**config.mk**
```make
export PLATFORM = sky130hd
export DESIGN_NAME = crhl_host
export DESIGN_NICKNAME = d
export VERILOG_FILES = /design/src/logic/crhl_pkg.sv /design/src/logic/crhl_mem.sv /design/src/logic/crhl_host.sv
export SDC_FILE = /design/constraint.sdc
export NUM_CORES = 1
export LEC_CHECK = 0
export BUFFER_PORTS_ARGS = -buffer_cell sky130_fd_sc_hd__buf_4
export CELL_PAD_IN_SITES_DETAIL_PLACEMENT = 1
export CELL_PAD_IN_SITES_GLOBAL_PLACEMENT = 2
export CORE_MARGIN = 1.5
export CORE_UTILIZATION = 30
export CTS_BUF_LIST = sky130_fd_sc_hd__clkbuf_4 sky130_fd_sc_hd__clkbuf_8
export DETAILED_ROUTE_END_ITERATION = 8
export PLACE_DENSITY = 0.69
export REMOVE_ABC_BUFFERS = 1
export SYNTH_ARGS = -nofsm -noshare
export SYNTH_HDL_FRONTEND = slang
export SYNTH_HIERARCHICAL = 1
export SYNTH_SLANG_ARGS = --single-unit
export TNS_END_PERCENT = 20
```
**constraint.sdc**
```tcl
create_clock -name i_clk -period 3.1 [get_ports i_clk]
set_clock_uncertainty 0.2 [all_clocks]
set_input_delay 0.155 -clock i_clk [delete_from_list [all_inputs] [get_ports i_clk]]
set_output_delay 0.155 -clock i_clk [all_outputs]
set_load 0.05 [all_outputs]
```
**src/logic/crhl_pkg.sv**
```systemverilog
package crhl_pkg;
  // Clock and serial timing
  localparam int unsigned CLK_HZ = 40000000;
  localparam int unsigned BAUD = 9600;
  localparam int unsigned BIT_CYCLES = CLK_HZ / BAUD;
  // Handshake timeouts in milliseconds and derived cycles
  localparam int unsigned ACK_WAIT_MS = 20;
  localparam int unsigned ACK_WAIT_CYC = ACK_WAIT_MS * (CLK_HZ / 1000);
  localparam int unsigned RESYNC_MS = 15;
  localparam int unsigned RESYNC_CYC = RESYNC_MS * (CLK_HZ / 1000);
  localparam int unsigned RESULT_MS = 300;
  localparam int unsigned RESULT_CYC = RESULT_MS * (CLK_HZ / 1000);
  localparam int unsigned REPLY_GAP_MS = 45;
  localparam int unsigned REPLY_GAP_CYC = REPLY_GAP_MS * (CLK_HZ / 1000);
  // Control characters
  localparam logic [7:0] CH_START = 8'h02;
  localparam logic [7:0] CH_END = 8'h03;
  localparam logic [7:0] CH_ACK = 8'h06;
  localparam logic [7:0] CH_NAK = 8'h15;
  // Block limits and status
  localparam logic [7:0] CMD_MAX_LEN = 8'h16;
  localparam logic [7:0] RSP_MAX_LEN = 8'h10;
  localparam logic [7:0] LINK_FAULT_STATUS = 8'hFF;
  localparam logic [7:0] STATUS_OK = 8'h00;
  localparam int unsigned BUF_DEPTH = 32;
  // Opcodes
  localparam logic [7:0] OP_POLL = 8'h41;
  localparam logic [7:0] OP_RESOLVE = 8'h42;
  localparam logic [7:0] OP_SELECT = 8'h43;
  localparam logic [7:0] OP_VERIFY = 8'h44;
  localparam logic [7:0] OP_SLEEP = 8'h45;
  localparam logic [7:0] OP_BLK_READ = 8'h46;
  localparam logic [7:0] OP_BLK_WRITE = 8'h47;
  localparam logic [7:0] OP_INCR = 8'h48;
  localparam logic [7:0] OP_DECR = 8'h49;
  localparam logic [7:0] OP_RESTORE = 8'h4A;
  localparam logic [7:0] OP_TRANSFER = 8'h4B;
  localparam logic [7:0] OP_STORED_KEY_UPDATE = 8'h4C;
  localparam logic [7:0] OP_FIELD_OFF = 8'h4E;
  localparam logic [7:0] OP_BUZZER = 8'h60;
  localparam logic [7:0] OP_LOCAL_NVM_FETCH = 8'h61;
  localparam logic [7:0] OP_LOCAL_NVM_STORE = 8'h62;
  localparam logic [7:0] OP_VALUE = 8'h70;
  localparam logic [7:0] OP_MULTI_CARD_RESOLVE = 8'h71;
  localparam logic [7:0] OP_KEYSLOT_VERIFY = 8'h72;
  localparam logic [7:0] OP_DIRECT_KEY_VERIFY = 8'h73;
  localparam logic [7:0] OP_STANDBY = 8'h3F;
endpackage

```
**src/logic/crhl_mem.sv**
```systemverilog
`timescale 1ns/10ps
`default_nettype none
// Small byte store with registered read data
module crhl_mem #(
  parameter int DEPTH = 32,
  parameter int AW = 5
) (
  input wire logic i_clk,
  input wire logic i_we,
  input wire logic [AW-1:0] i_waddr,
  input wire logic [7:0] i_wdata,
  input wire logic [AW-1:0] i_raddr,
  output logic [7:0] o_rdata
);
  logic [7:0] mem [DEPTH];  // Storage, no reset needed
  // Write port and registered read
  always_ff @(posedge i_clk) begin
    if (i_we) begin
      mem[i_waddr] <= i_wdata;
    end
    o_rdata <= mem[i_raddr];
  end
endmodule
`default_nettype wire

```
**src/logic/crhl_host.sv**
```systemverilog
`timescale 1ns/10ps
`default_nettype none
// Summary of operation
// - 8N1 at 9600 baud, LSB first
// - Start 02, end 03, ack 06, nak 15
// - Resend start if no answer in 20ms
// - Begin command block within 45ms of ack
// - Inter-byte gap below 15ms while sending
// - Byte during send: stop, wait 15ms, retry
// - Send end character, await result transfer
// - Host acks device start character
// - Block: seq, opcode, length, payload, check
// - Sequence increments after each good exchange
// - Command payload length 0 to 22
// - Check byte is XOR of preceding bytes
module crhl_host #(
  parameter int unsigned ACK_WAIT = crhl_pkg::ACK_WAIT_CYC,
  parameter int unsigned RESYNC = crhl_pkg::RESYNC_CYC,
  parameter int unsigned RESULT_WAIT = crhl_pkg::RESULT_CYC,
  parameter int unsigned BIT_CYC = crhl_pkg::BIT_CYCLES,
  parameter int unsigned RETRIES = 3
) (
  input wire logic i_clk,
  input wire logic i_reset,
  input wire logic i_start,
  input wire logic [7:0] i_opcode,
  input wire logic [4:0] i_len,
  input wire logic i_pay_we,
  input wire logic [4:0] i_pay_addr,
  input wire logic [7:0] i_pay_data,
  input wire logic i_rxd,
  output logic o_txd,
  output logic o_busy,
  output logic o_done,
  output logic [7:0] o_status,
  output logic [7:0] o_seq,
  output logic [4:0] o_rsp_len,
  output logic o_rsp_we,
  output logic [3:0] o_rsp_addr,
  output logic [7:0] o_rsp_data
);
  typedef enum logic [3:0] {
    S_IDLE = 4'h0, S_TX_STX = 4'h1, S_WAIT_ACK = 4'h2, S_TX_BLK = 4'h3,
    S_TX_ETX = 4'h4, S_WAIT_RES = 4'h5, S_TX_ACK = 4'h6, S_RX_BLK = 4'h7,
    S_RX_ETX = 4'h8, S_RESYNC = 4'h9, S_FINISH = 4'hA
  } crhl_state_type;

  // Check a byte is a known opcode
  function automatic logic crhl_known_op(input logic [7:0] op);
    case (op)
      crhl_pkg::OP_POLL, crhl_pkg::OP_RESOLVE, crhl_pkg::OP_SELECT,
      crhl_pkg::OP_MULTI_CARD_RESOLVE, crhl_pkg::OP_VERIFY,
      crhl_pkg::OP_KEYSLOT_VERIFY, crhl_pkg::OP_DIRECT_KEY_VERIFY,
      crhl_pkg::OP_BLK_READ, crhl_pkg::OP_BLK_WRITE, crhl_pkg::OP_SLEEP,
      crhl_pkg::OP_INCR, crhl_pkg::OP_DECR, crhl_pkg::OP_RESTORE,
      crhl_pkg::OP_TRANSFER, crhl_pkg::OP_VALUE, crhl_pkg::OP_FIELD_OFF,
      crhl_pkg::OP_STANDBY, crhl_pkg::OP_BUZZER, crhl_pkg::OP_LOCAL_NVM_FETCH,
      crhl_pkg::OP_LOCAL_NVM_STORE, crhl_pkg::OP_STORED_KEY_UPDATE: crhl_known_op = 1'b1;
      default: crhl_known_op = 1'b0;
    endcase
  endfunction

  // Receive synchroniser: first stage read only by the second
  logic rx_s1_ff, rx_s2_ff;
  always_ff @(posedge i_clk) begin
    rx_s1_ff <= i_rxd;
    rx_s2_ff <= rx_s1_ff;
  end

  // Serial transmitter and receiver state
  logic [15:0] tx_cnt_ff, nxt_tx_cnt;
  logic [3:0] tx_bit_ff, nxt_tx_bit;
  logic [9:0] tx_sh_ff, nxt_tx_sh;
  logic tx_busy_ff, nxt_tx_busy;
  logic [15:0] rx_cnt_ff, nxt_rx_cnt;
  logic [3:0] rx_bit_ff, nxt_rx_bit;
  logic [7:0] rx_sh_ff, nxt_rx_sh;
  logic rx_busy_ff, nxt_rx_busy;
  logic rx_vld_ff, nxt_rx_vld;   // One-cycle byte strobe
  logic [7:0] rx_byte_ff, nxt_rx_byte;
  logic tx_go;                    // Load request from control
  logic [7:0] tx_byte;
  logic [15:0] bit_len, half_len;
  assign bit_len = 16'(BIT_CYC);
  assign half_len = 16'(BIT_CYC / 2);

  // Character timing, start + 8 data + stop, LSB first
  always_comb begin
    nxt_tx_cnt = tx_cnt_ff;
    nxt_tx_bit = tx_bit_ff;
    nxt_tx_sh = tx_sh_ff;
    nxt_tx_busy = tx_busy_ff;
    nxt_rx_cnt = rx_cnt_ff;
    nxt_rx_bit = rx_bit_ff;
    nxt_rx_sh = rx_sh_ff;
    nxt_rx_busy = rx_busy_ff;
    nxt_rx_vld = 1'b0;
    nxt_rx_byte = rx_byte_ff;
    if (!tx_busy_ff) begin
      if (tx_go) begin
        nxt_tx_sh = {1'b1, tx_byte, 1'b0};
        nxt_tx_busy = 1'b1;
        nxt_tx_cnt = bit_len - 16'h0001;
        nxt_tx_bit = 4'h0;
      end
    end else if (tx_cnt_ff == 16'h0000) begin
      nxt_tx_sh = {1'b1, tx_sh_ff[9:1]};
      nxt_tx_cnt = bit_len - 16'h0001;
      nxt_tx_bit = tx_bit_ff + 4'h1;
      if (tx_bit_ff == 4'h9) begin
        nxt_tx_busy = 1'b0;
      end
    end else begin
      nxt_tx_cnt = tx_cnt_ff - 16'h0001;
    end
    if (!rx_busy_ff) begin
      if (!rx_s2_ff) begin
        nxt_rx_busy = 1'b1;
        nxt_rx_cnt = half_len;
        nxt_rx_bit = 4'h0;
      end
    end else if (rx_cnt_ff == 16'h0000) begin
      nxt_rx_cnt = bit_len - 16'h0001;
      nxt_rx_bit = rx_bit_ff + 4'h1;
      if (rx_bit_ff == 4'h0 && rx_s2_ff) begin
        nxt_rx_busy = 1'b0;       // False start glitch
      end else if (rx_bit_ff == 4'h9) begin
        nxt_rx_busy = 1'b0;
        nxt_rx_vld = rx_s2_ff;    // Drop bytes with bad stop bit
        nxt_rx_byte = rx_sh_ff;
      end else if (rx_bit_ff != 4'h0) begin
        nxt_rx_sh = {rx_s2_ff, rx_sh_ff[7:1]};
      end
    end else begin
      nxt_rx_cnt = rx_cnt_ff - 16'h0001;
    end
  end

  always_ff @(posedge i_clk) begin
    if (i_reset) begin
      tx_cnt_ff <= 16'h0000;
      tx_bit_ff <= 4'h0;
      tx_sh_ff <= 10'h3FF;
      tx_busy_ff <= 1'b0;
      rx_cnt_ff <= 16'h0000;
      rx_bit_ff <= 4'h0;
      rx_sh_ff <= 8'h00;
      rx_busy_ff <= 1'b0;
      rx_vld_ff <= 1'b0;
      rx_byte_ff <= 8'h00;
    end else begin
      tx_cnt_ff <= nxt_tx_cnt;
      tx_bit_ff <= nxt_tx_bit;
      tx_sh_ff <= nxt_tx_sh;
      tx_busy_ff <= nxt_tx_busy;
      rx_cnt_ff <= nxt_rx_cnt;
      rx_bit_ff <= nxt_rx_bit;
      rx_sh_ff <= nxt_rx_sh;
      rx_busy_ff <= nxt_rx_busy;
      rx_vld_ff <= nxt_rx_vld;
      rx_byte_ff <= nxt_rx_byte;
    end
  end

  // Payload store, read address driven by control
  logic [4:0] mem_raddr;
  logic [7:0] mem_rdata;
  crhl_mem #(.DEPTH(crhl_pkg::BUF_DEPTH), .AW(5)) u_pay (
    .i_clk(i_clk),
    .i_we(i_pay_we & ~o_busy),
    .i_waddr(i_pay_addr),
    .i_wdata(i_pay_data),
    .i_raddr(mem_raddr),
    .o_rdata(mem_rdata)
  );

  // Exchange control
  crhl_state_type st_ff, nxt_st;
  logic [24:0] tmr_ff, nxt_tmr;    // Timeout counter
  logic [5:0] idx_ff, nxt_idx;     // Byte index inside block
  logic [7:0] xor_ff, nxt_xor;
  logic [7:0] seq_ff, nxt_seq;
  logic [7:0] op_ff, nxt_op;
  logic [4:0] len_ff, nxt_len;
  logic [1:0] try_ff, nxt_try;
  logic [7:0] rlen_ff, nxt_rlen;
  logic [7:0] rstat_ff, nxt_rstat;
  logic rseq_ok_ff, nxt_rseq_ok;
  logic done_ff, nxt_done;
  logic [7:0] status_ff, nxt_status;
  logic [4:0] olen_ff, nxt_olen;
  logic rwe_ff, nxt_rwe;
  logic [3:0] raddr_ff, nxt_raddr;
  logic [7:0] rdat_ff, nxt_rdat;
  logic [7:0] blk_byte;
  logic tx_idle;
  // Idle comes from the register only, so the load request never feeds back on itself
  assign tx_idle = ~tx_busy_ff;
  assign mem_raddr = 5'(idx_ff - 6'h03);

  // Outgoing byte of the command block
  always_comb begin
    case (idx_ff)
      6'h00: blk_byte = seq_ff;
      6'h01: blk_byte = op_ff;
      6'h02: blk_byte = {3'b000, len_ff};
      default: blk_byte = (idx_ff == 6'(len_ff) + 6'h03) ? xor_ff : mem_rdata;
    endcase
  end

  always_comb begin
    nxt_st = st_ff;
    nxt_tmr = tmr_ff + 25'h0000001;
    nxt_idx = idx_ff;
    nxt_xor = xor_ff;
    nxt_seq = seq_ff;
    nxt_op = op_ff;
    nxt_len = len_ff;
    nxt_try = try_ff;
    nxt_rlen = rlen_ff;
    nxt_rstat = rstat_ff;
    nxt_rseq_ok = rseq_ok_ff;
    nxt_done = 1'b0;
    nxt_status = status_ff;
    nxt_olen = olen_ff;
    nxt_rwe = 1'b0;
    nxt_raddr = raddr_ff;
    nxt_rdat = rdat_ff;
    tx_go = 1'b0;
    tx_byte = crhl_pkg::CH_START;
    case (st_ff)
      S_IDLE: begin
        nxt_tmr = 25'h0000000;
        if (i_start) begin
          nxt_op = i_opcode;
          nxt_len = (i_len > 5'(crhl_pkg::CMD_MAX_LEN)) ? 5'(crhl_pkg::CMD_MAX_LEN) : i_len;
          nxt_try = 2'b00;
          nxt_st = crhl_known_op(i_opcode) ? S_TX_STX : S_FINISH;
          nxt_status = crhl_pkg::LINK_FAULT_STATUS;
          nxt_olen = 5'h00;
        end
      end
      S_TX_STX: begin
        if (tx_idle) begin
          tx_go = 1'b1;
          tx_byte = crhl_pkg::CH_START;
          nxt_tmr = 25'h0000000;
          nxt_st = S_WAIT_ACK;
        end
      end
      S_WAIT_ACK: begin
        if (rx_vld_ff && rx_byte_ff == crhl_pkg::CH_ACK) begin
          nxt_idx = 6'h00;               // Block starts at once, well inside 45ms
          nxt_xor = 8'h00;
          nxt_st = S_TX_BLK;
        end else if ((rx_vld_ff && rx_byte_ff == crhl_pkg::CH_NAK) ||
                     tmr_ff >= 25'(ACK_WAIT)) begin
          nxt_try = try_ff + 2'b01;
          nxt_tmr = 25'h0000000;
          nxt_st = (32'(try_ff) + 1 >= RETRIES) ? S_FINISH : S_RESYNC;
        end
      end
      S_TX_BLK: begin
        if (rx_vld_ff) begin
          nxt_tmr = 25'h0000000;
          nxt_st = S_RESYNC;
        end else if (tx_idle) begin
          tx_go = 1'b1;                  // Back to back bytes, gap far below 15ms
          tx_byte = blk_byte;
          nxt_xor = xor_ff ^ blk_byte;
          nxt_idx = idx_ff + 6'h01;
          if (idx_ff == 6'(len_ff) + 6'h03) begin
            nxt_st = S_TX_ETX;
          end
        end
      end
      S_TX_ETX: begin
        if (tx_idle) begin
          tx_go = 1'b1;
          tx_byte = crhl_pkg::CH_END;
          nxt_tmr = 25'h0000000;
          nxt_st = S_WAIT_RES;
        end
      end
      S_WAIT_RES: begin
        if (rx_vld_ff && rx_byte_ff == crhl_pkg::CH_START) begin
          nxt_st = S_TX_ACK;
        end else if (tmr_ff >= 25'(RESULT_WAIT)) begin
          nxt_st = S_FINISH;             // Device overran its limit
        end
      end
      S_TX_ACK: begin
        if (tx_idle) begin
          tx_go = 1'b1;
          tx_byte = crhl_pkg::CH_ACK;
          nxt_tmr = 25'h0000000;
          nxt_idx = 6'h00;
          nxt_xor = 8'h00;
          nxt_st = S_RX_BLK;
        end
      end
      S_RX_BLK: begin
        if (tmr_ff >= 25'(crhl_pkg::REPLY_GAP_CYC)) begin
          nxt_st = S_FINISH;             // Response stalled or never came
        end else if (rx_vld_ff) begin
          nxt_tmr = 25'h0000000;
          nxt_xor = xor_ff ^ rx_byte_ff;
          nxt_idx = idx_ff + 6'h01;
          case (idx_ff)
            6'h00: nxt_rseq_ok = (rx_byte_ff == seq_ff);
            6'h01: nxt_rstat = rx_byte_ff;
            6'h02: begin
              nxt_rlen = rx_byte_ff;
              if (rx_byte_ff > crhl_pkg::RSP_MAX_LEN) begin
                nxt_st = S_FINISH;
              end
            end
            default: begin
              if (idx_ff == 6'(rlen_ff) + 6'h03) begin
                nxt_st = S_RX_ETX;
                if (xor_ff == rx_byte_ff && rseq_ok_ff) begin
                  nxt_status = rstat_ff;
                  nxt_olen = (rstat_ff == crhl_pkg::STATUS_OK) ? 5'(rlen_ff) : 5'h00;
                end
              end else begin
                nxt_rwe = 1'b1;
                nxt_raddr = 4'(idx_ff - 6'h03);
                nxt_rdat = rx_byte_ff;
              end
            end
          endcase
        end
      end
      S_RX_ETX: begin
        if (rx_vld_ff || tmr_ff >= 25'(crhl_pkg::REPLY_GAP_CYC)) begin
          if (!(rx_vld_ff && rx_byte_ff == crhl_pkg::CH_END)) begin
            nxt_status = crhl_pkg::LINK_FAULT_STATUS;
            nxt_olen = 5'h00;
          end
          nxt_st = S_FINISH;
        end
      end
      S_RESYNC: begin
        if (tmr_ff >= 25'(RESYNC)) begin
          nxt_st = S_TX_STX;             // Quiet wait then fresh handshake
        end
      end
      S_FINISH: begin
        nxt_done = 1'b1;
        if (status_ff != crhl_pkg::LINK_FAULT_STATUS) begin
          nxt_seq = seq_ff + 8'h01;
        end
        nxt_st = S_IDLE;
      end
      default: nxt_st = S_IDLE;
    endcase
  end

  always_ff @(posedge i_clk) begin
    if (i_reset) begin
      st_ff <= S_IDLE;
      tmr_ff <= 25'h0000000;
      idx_ff <= 6'h00;
      xor_ff <= 8'h00;
      seq_ff <= 8'h00;
      op_ff <= 8'h00;
      len_ff <= 5'h00;
      try_ff <= 2'b00;
      rlen_ff <= 8'h00;
      rstat_ff <= 8'h00;
      rseq_ok_ff <= 1'b0;
      done_ff <= 1'b0;
      status_ff <= 8'h00;
      olen_ff <= 5'h00;
      rwe_ff <= 1'b0;
      raddr_ff <= 4'h0;
      rdat_ff <= 8'h00;
    end else begin
      st_ff <= nxt_st;
      tmr_ff <= nxt_tmr;
      idx_ff <= nxt_idx;
      xor_ff <= nxt_xor;
      seq_ff <= nxt_seq;
      op_ff <= nxt_op;
      len_ff <= nxt_len;
      try_ff <= nxt_try;
      rlen_ff <= nxt_rlen;
      rstat_ff <= nxt_rstat;
      rseq_ok_ff <= nxt_rseq_ok;
      done_ff <= nxt_done;
      status_ff <= nxt_status;
      olen_ff <= nxt_olen;
      rwe_ff <= nxt_rwe;
      raddr_ff <= nxt_raddr;
      rdat_ff <= nxt_rdat;
    end
  end

  // Busy is a registered view of the state
  logic busy_ff;
  always_ff @(posedge i_clk) begin
    if (i_reset) begin
      busy_ff <= 1'b0;
    end else begin
      busy_ff <= (nxt_st != S_IDLE);
    end
  end

  assign o_txd = tx_sh_ff[0];
  assign o_busy = busy_ff;
  assign o_done = done_ff;
  assign o_status = status_ff;
  assign o_seq = seq_ff;
  assign o_rsp_len = olen_ff;
  assign o_rsp_we = rwe_ff;
  assign o_rsp_addr = raddr_ff;
  assign o_rsp_data = rdat_ff;

  // Line idles high whenever no character is in flight
  a_txd_idle_high: assert property (@(posedge i_clk) disable iff (i_reset)
    !tx_busy_ff |-> o_txd) else $error("txd low while idle");
  // Start character follows the start request
  a_start_sends_stx: assert property (@(posedge i_clk) disable iff (i_reset)
    (st_ff == S_TX_STX && tx_idle) |=> (tx_sh_ff[8:1] == crhl_pkg::CH_START && !o_txd))
    else $error("start character not sent");
  // Ack wait never outlives its bound
  a_ack_wait_bound: assert property (@(posedge i_clk) disable iff (i_reset)
    (st_ff == S_WAIT_ACK) |-> tmr_ff <= 25'(ACK_WAIT)) else $error("ack wait overrun");
  // Any byte while sending aborts the block
  a_sync_loss_abort: assert property (@(posedge i_clk) disable iff (i_reset)
    (st_ff == S_TX_BLK && rx_vld_ff) |=> st_ff == S_RESYNC) else $error("no resync");
  // End character follows the last block byte
  a_etx_after_blk: assert property (@(posedge i_clk) disable iff (i_reset)
    (st_ff == S_TX_ETX && tx_idle) |=> (st_ff == S_WAIT_RES && tx_sh_ff[8:1] == crhl_pkg::CH_END))
    else $error("end character missing");
  // Device start answered with ack
  a_ack_result: assert property (@(posedge i_clk) disable iff (i_reset)
    (st_ff == S_WAIT_RES && rx_vld_ff && rx_byte_ff == crhl_pkg::CH_START)
    |=> st_ff == S_TX_ACK ##[1:3] tx_sh_ff[8:1] == crhl_pkg::CH_ACK) else $error("no ack");
  // Sequence advances only by one, on leaving S_FINISH
  a_seq_advance: assert property (@(posedge i_clk) disable iff (i_reset)
    $changed(seq_ff) |-> ($past(st_ff) == S_FINISH && seq_ff == $past(seq_ff) + 8'h01))
    else $error("bad sequence step");
  // Failed command leaves zero response length
  a_fail_len_zero: assert property (@(posedge i_clk) disable iff (i_reset)
    (o_done && o_status != crhl_pkg::STATUS_OK) |-> o_rsp_len == 5'h00)
    else $error("length on failure");
  // Command block length never above limit
  a_cmd_len_limit: assert property (@(posedge i_clk) disable iff (i_reset)
    len_ff <= 5'(crhl_pkg::CMD_MAX_LEN)) else $error("command too long");
endmodule
`default_nettype wire

```
==> impl_metrics.tcl <==
set metrics [dict create \
    status "completed" \
    routed_wirelength_mm 54.7 \
    rsz0062_at_grt "no" \
    ctsHtreeMaxLevel 3 \
    ant_nets 0 \
    grt_pass1_wl_mm 85.7 \
    dp_cells 2545 \
    core_area_mm2 0.0645 \
    stdcell_count 2742 \
    hp-start "rx_s1_ff" \
    hold_path_class "reg2reg" \
    layout_setup_ws_ns 0.104 \
    grt_pass1_vias 14600 \
    gr-usage-met3_pct 3.10 \
    ys_warn_count 6 \
    cp_slowest_cell "dlygate4sd3_1" \
    slew_headroom_pct 53.3 \
    hpwl_mm 37.2 \
    globalRoute.totalOverflow 0 \
    cts.clk_slew.worst_paths_ns 0.06 \
    fmax_mhz 334 \
    crit_top_cell "dlygate4sd3_1" \
    std_cell_rows 93 \
    critPathRequiredTime_ns 3.51 \
    post-route-period-util_pct 96.7 \
    ys_async_sr_fraction_pct 0 \
    syn2layout_area_growth_pct 22.1 \
    p_total_w 0.0130 \
    p_leak_nw 8.53 \
    crit_start "st_ff[1]" \
    cts_inserted_buffers 78 \
    place_area_mm2 0.0217 \
    synth.distinct_cells 77 \
    drt_iter0_drc 877 \
    grt_use_total_pct 16.5 \
    ys.flop_type "edfxtp_1" \
    drv_cap 0 \
    synth_top_cell_by_area "edfxtp_1" \
    clock_path_buffers 3 \
    fin_crit_ns 3.00 \
    syn-cell-area_mm2 0.0196 \
    syn_inst 1611 \
    synth.ff_latch_count 443 \
    synth_area_leaders "edfxtp_1 39%, dfxtp_1 19%, mux4_2 9.2%, nor2_1 3.9%, mux2i_1 2.4%" \
    diodes 0 \
    die_width_um 258 \
    drcViolationCount 0 \
    synth_most_common_cell "edfxtp_1" \
    io_pins 68 \
    path_class "reg2reg" \
    cp_cell_sequence "buf_4 > nor2_1 > and3_2 > nand3b_1 > dlygate4sd3_1 > a21oi_1 > dlygate4sd3_1" \
    arrival_ns 3.40 \
    powerDensity_mw_per_mm2 543 \
    tritoncts "yes" \
    antenna_found_initial 0 \
    numPortBuffers 67 \
    detail_route.wl_per_cell_um 20.0 \
    place_ws_ns 0.0810 \
    synth_commonest_cells "256 x edfxtp_1, 201 x nor2_1, 187 x dfxtp_1" \
    gp_congestion 0.830 \
    fin_area_mm2 0.0239 \
    setup_viol 0 \
    start_util_pct 30.3 \
    r2r_start "st_ff[1]" \
    cp_max_fo 14 \
    finalHoldViolations 0 \
    first_pass_iters 5 \
    synth_top_area_share_pct 39.3 \
    worst_slew_pin_slew_ns 0.692 \
    root_buffer "clkbuf_8" \
    die_area_mm2 0.0667 \
    max_stage_delay_ns 0.57 \
    finalNetCount 1878 \
    drive_above_1_share_pct 22.5 \
    gr-usage-met1_pct 21.3 \
    r2r_slack_ns 0.10 \
    fin_setup_tns_ns 0 \
    grt_max_degree 106 \
    via_count 13700 \
    via_per_inst 5.01 \
    avgSynthCellArea_um2 12.1 \
    cp-end-kind "flop" \
    synth_edf_count 256 \
    finalMaxSlewViolations 0 \
    clock-sinks 443 \
    setup.worst_path.start_class "flop" \
    die_h_um 258 \
    clock_latency_ns 0.70 \
    grt-busiest-layer "met2" \
    ys_seq_area_share_pct 58.4 \
    use_met2_pct 27.8 \
    peakVddDrop_uv 497 \
]
-- cell usage in the layout, fill, tap and decap left out, drive strengths merged, types with 7 or more instances in the layout --
cell type    instances
clkinv              23
ha                  20
inv                 34
and3                10
a21oi               83
nand4               23
dlygate4sd3         57
or3                 12
nor3                54
nand3               58
dfxtp              187
nor3b                7
clkbuf             112
mux2i               47
nand3b               9
nor4                15
xor2                29
mux4                80
a311oi              14
nand2              119
edfxtp             256
o31ai                7
buf                179
a31oi                9
nor2               201
nand2b              15
nor2b               24
xnor2               35
o21ai               43
mux2                11
-- metrics by stage --
step	hold WS, ns	utilization [%]
2_1_floorplan	-0.0173	-
3_3_place_gp	0.0609	33.7
3_5_place_dp	0.0608	33.7
4_1_cts	0.135	37.0
5_1_grt	0.154	37.1
6_report	0.130	37.1
-- layer usage --
| metal | vias up | routed length (um) |
|---|---|---|
| li1 | 6460 | - |
| met1 | 6947 | 24500 |
| met2 | 222 | 26900 |
| met3 | 98 | 1810 |
| met4 | 0 | 1540 |
| met5 | - | 0 |
-- sequential cells by signal, summed over array words and instances, names as in the netlist, 5 cells and up --
name,count
u_pay/mem,256
tmr_ff,25
rx_cnt_ff,16
tx_cnt_ff,16
tx_sh_ff,9
o_rsp_data,8
o_seq,8
o_status,8
op_ff,8
rstat_ff,8
rx_byte_ff,8
rx_sh_ff,8
u_pay/o_rdata,8
xor_ff,8
idx_ff,6
rlen_ff,6
len_ff,5
o_rsp_len,5
-- where the power goes --
group	switching [W]	leakage, nW	internal, W
logic	0.000657	3.87	0.000403
clock network	0.00256	0.841	0.00293
registers	0.0000977	3.82	0.00633
-- kinds of logic (layout without fill, tap and decap cells) --
kind of cell	count (synthesis)	after routing	synth area share [%]
flops	443	443	58.4
buf+inv	129	405	2.81
compound gates	233	233	7.91
fa+ha+maj	20	20	1.28
xor+xnor	65	65	2.98
simple gates	583	583	14.3
mux	138	138	12.2
-- what timing repair did --
action	in CTS	in global routing
buffers inserted	0	0
endpoints found under the setup margin	0	22
hold buffers	57	0
hold endpoints to repair	541	0
resized for setup	0	8
-- critical path, delay by kind of cell, from the launching register on --
family / cells / cell delay [ns]
AND/OR/NAND/NOR: 3 / 0.84
buffers and inverters: 3 / 1.34
AO/OA/AOI/OAI: 1 / 0.16
flip-flops: 1 / 0.39
-- worst paths after layout --
check             cells past startpoint   endpoint
setup / recovery                      7  len_ff[3]
hold / removal                        0   rx_s2_ff
setup reg to reg                      7  len_ff[3]
hold reg to reg                       0   rx_s2_ff
-- cell type report --
type | count | area (um2)
inverters | 29 | 111
flip-flops and latches | 443 | 11400
well taps | 855 | 1070
fillers | 7026 | 40600
multi-input cells | 1039 | 7630
clock inverters | 28 | 200
repair buffers | 236 | 2050
clock buffers | 112 | 1390
No activity file was read; power rests on OpenSTA's default activity.
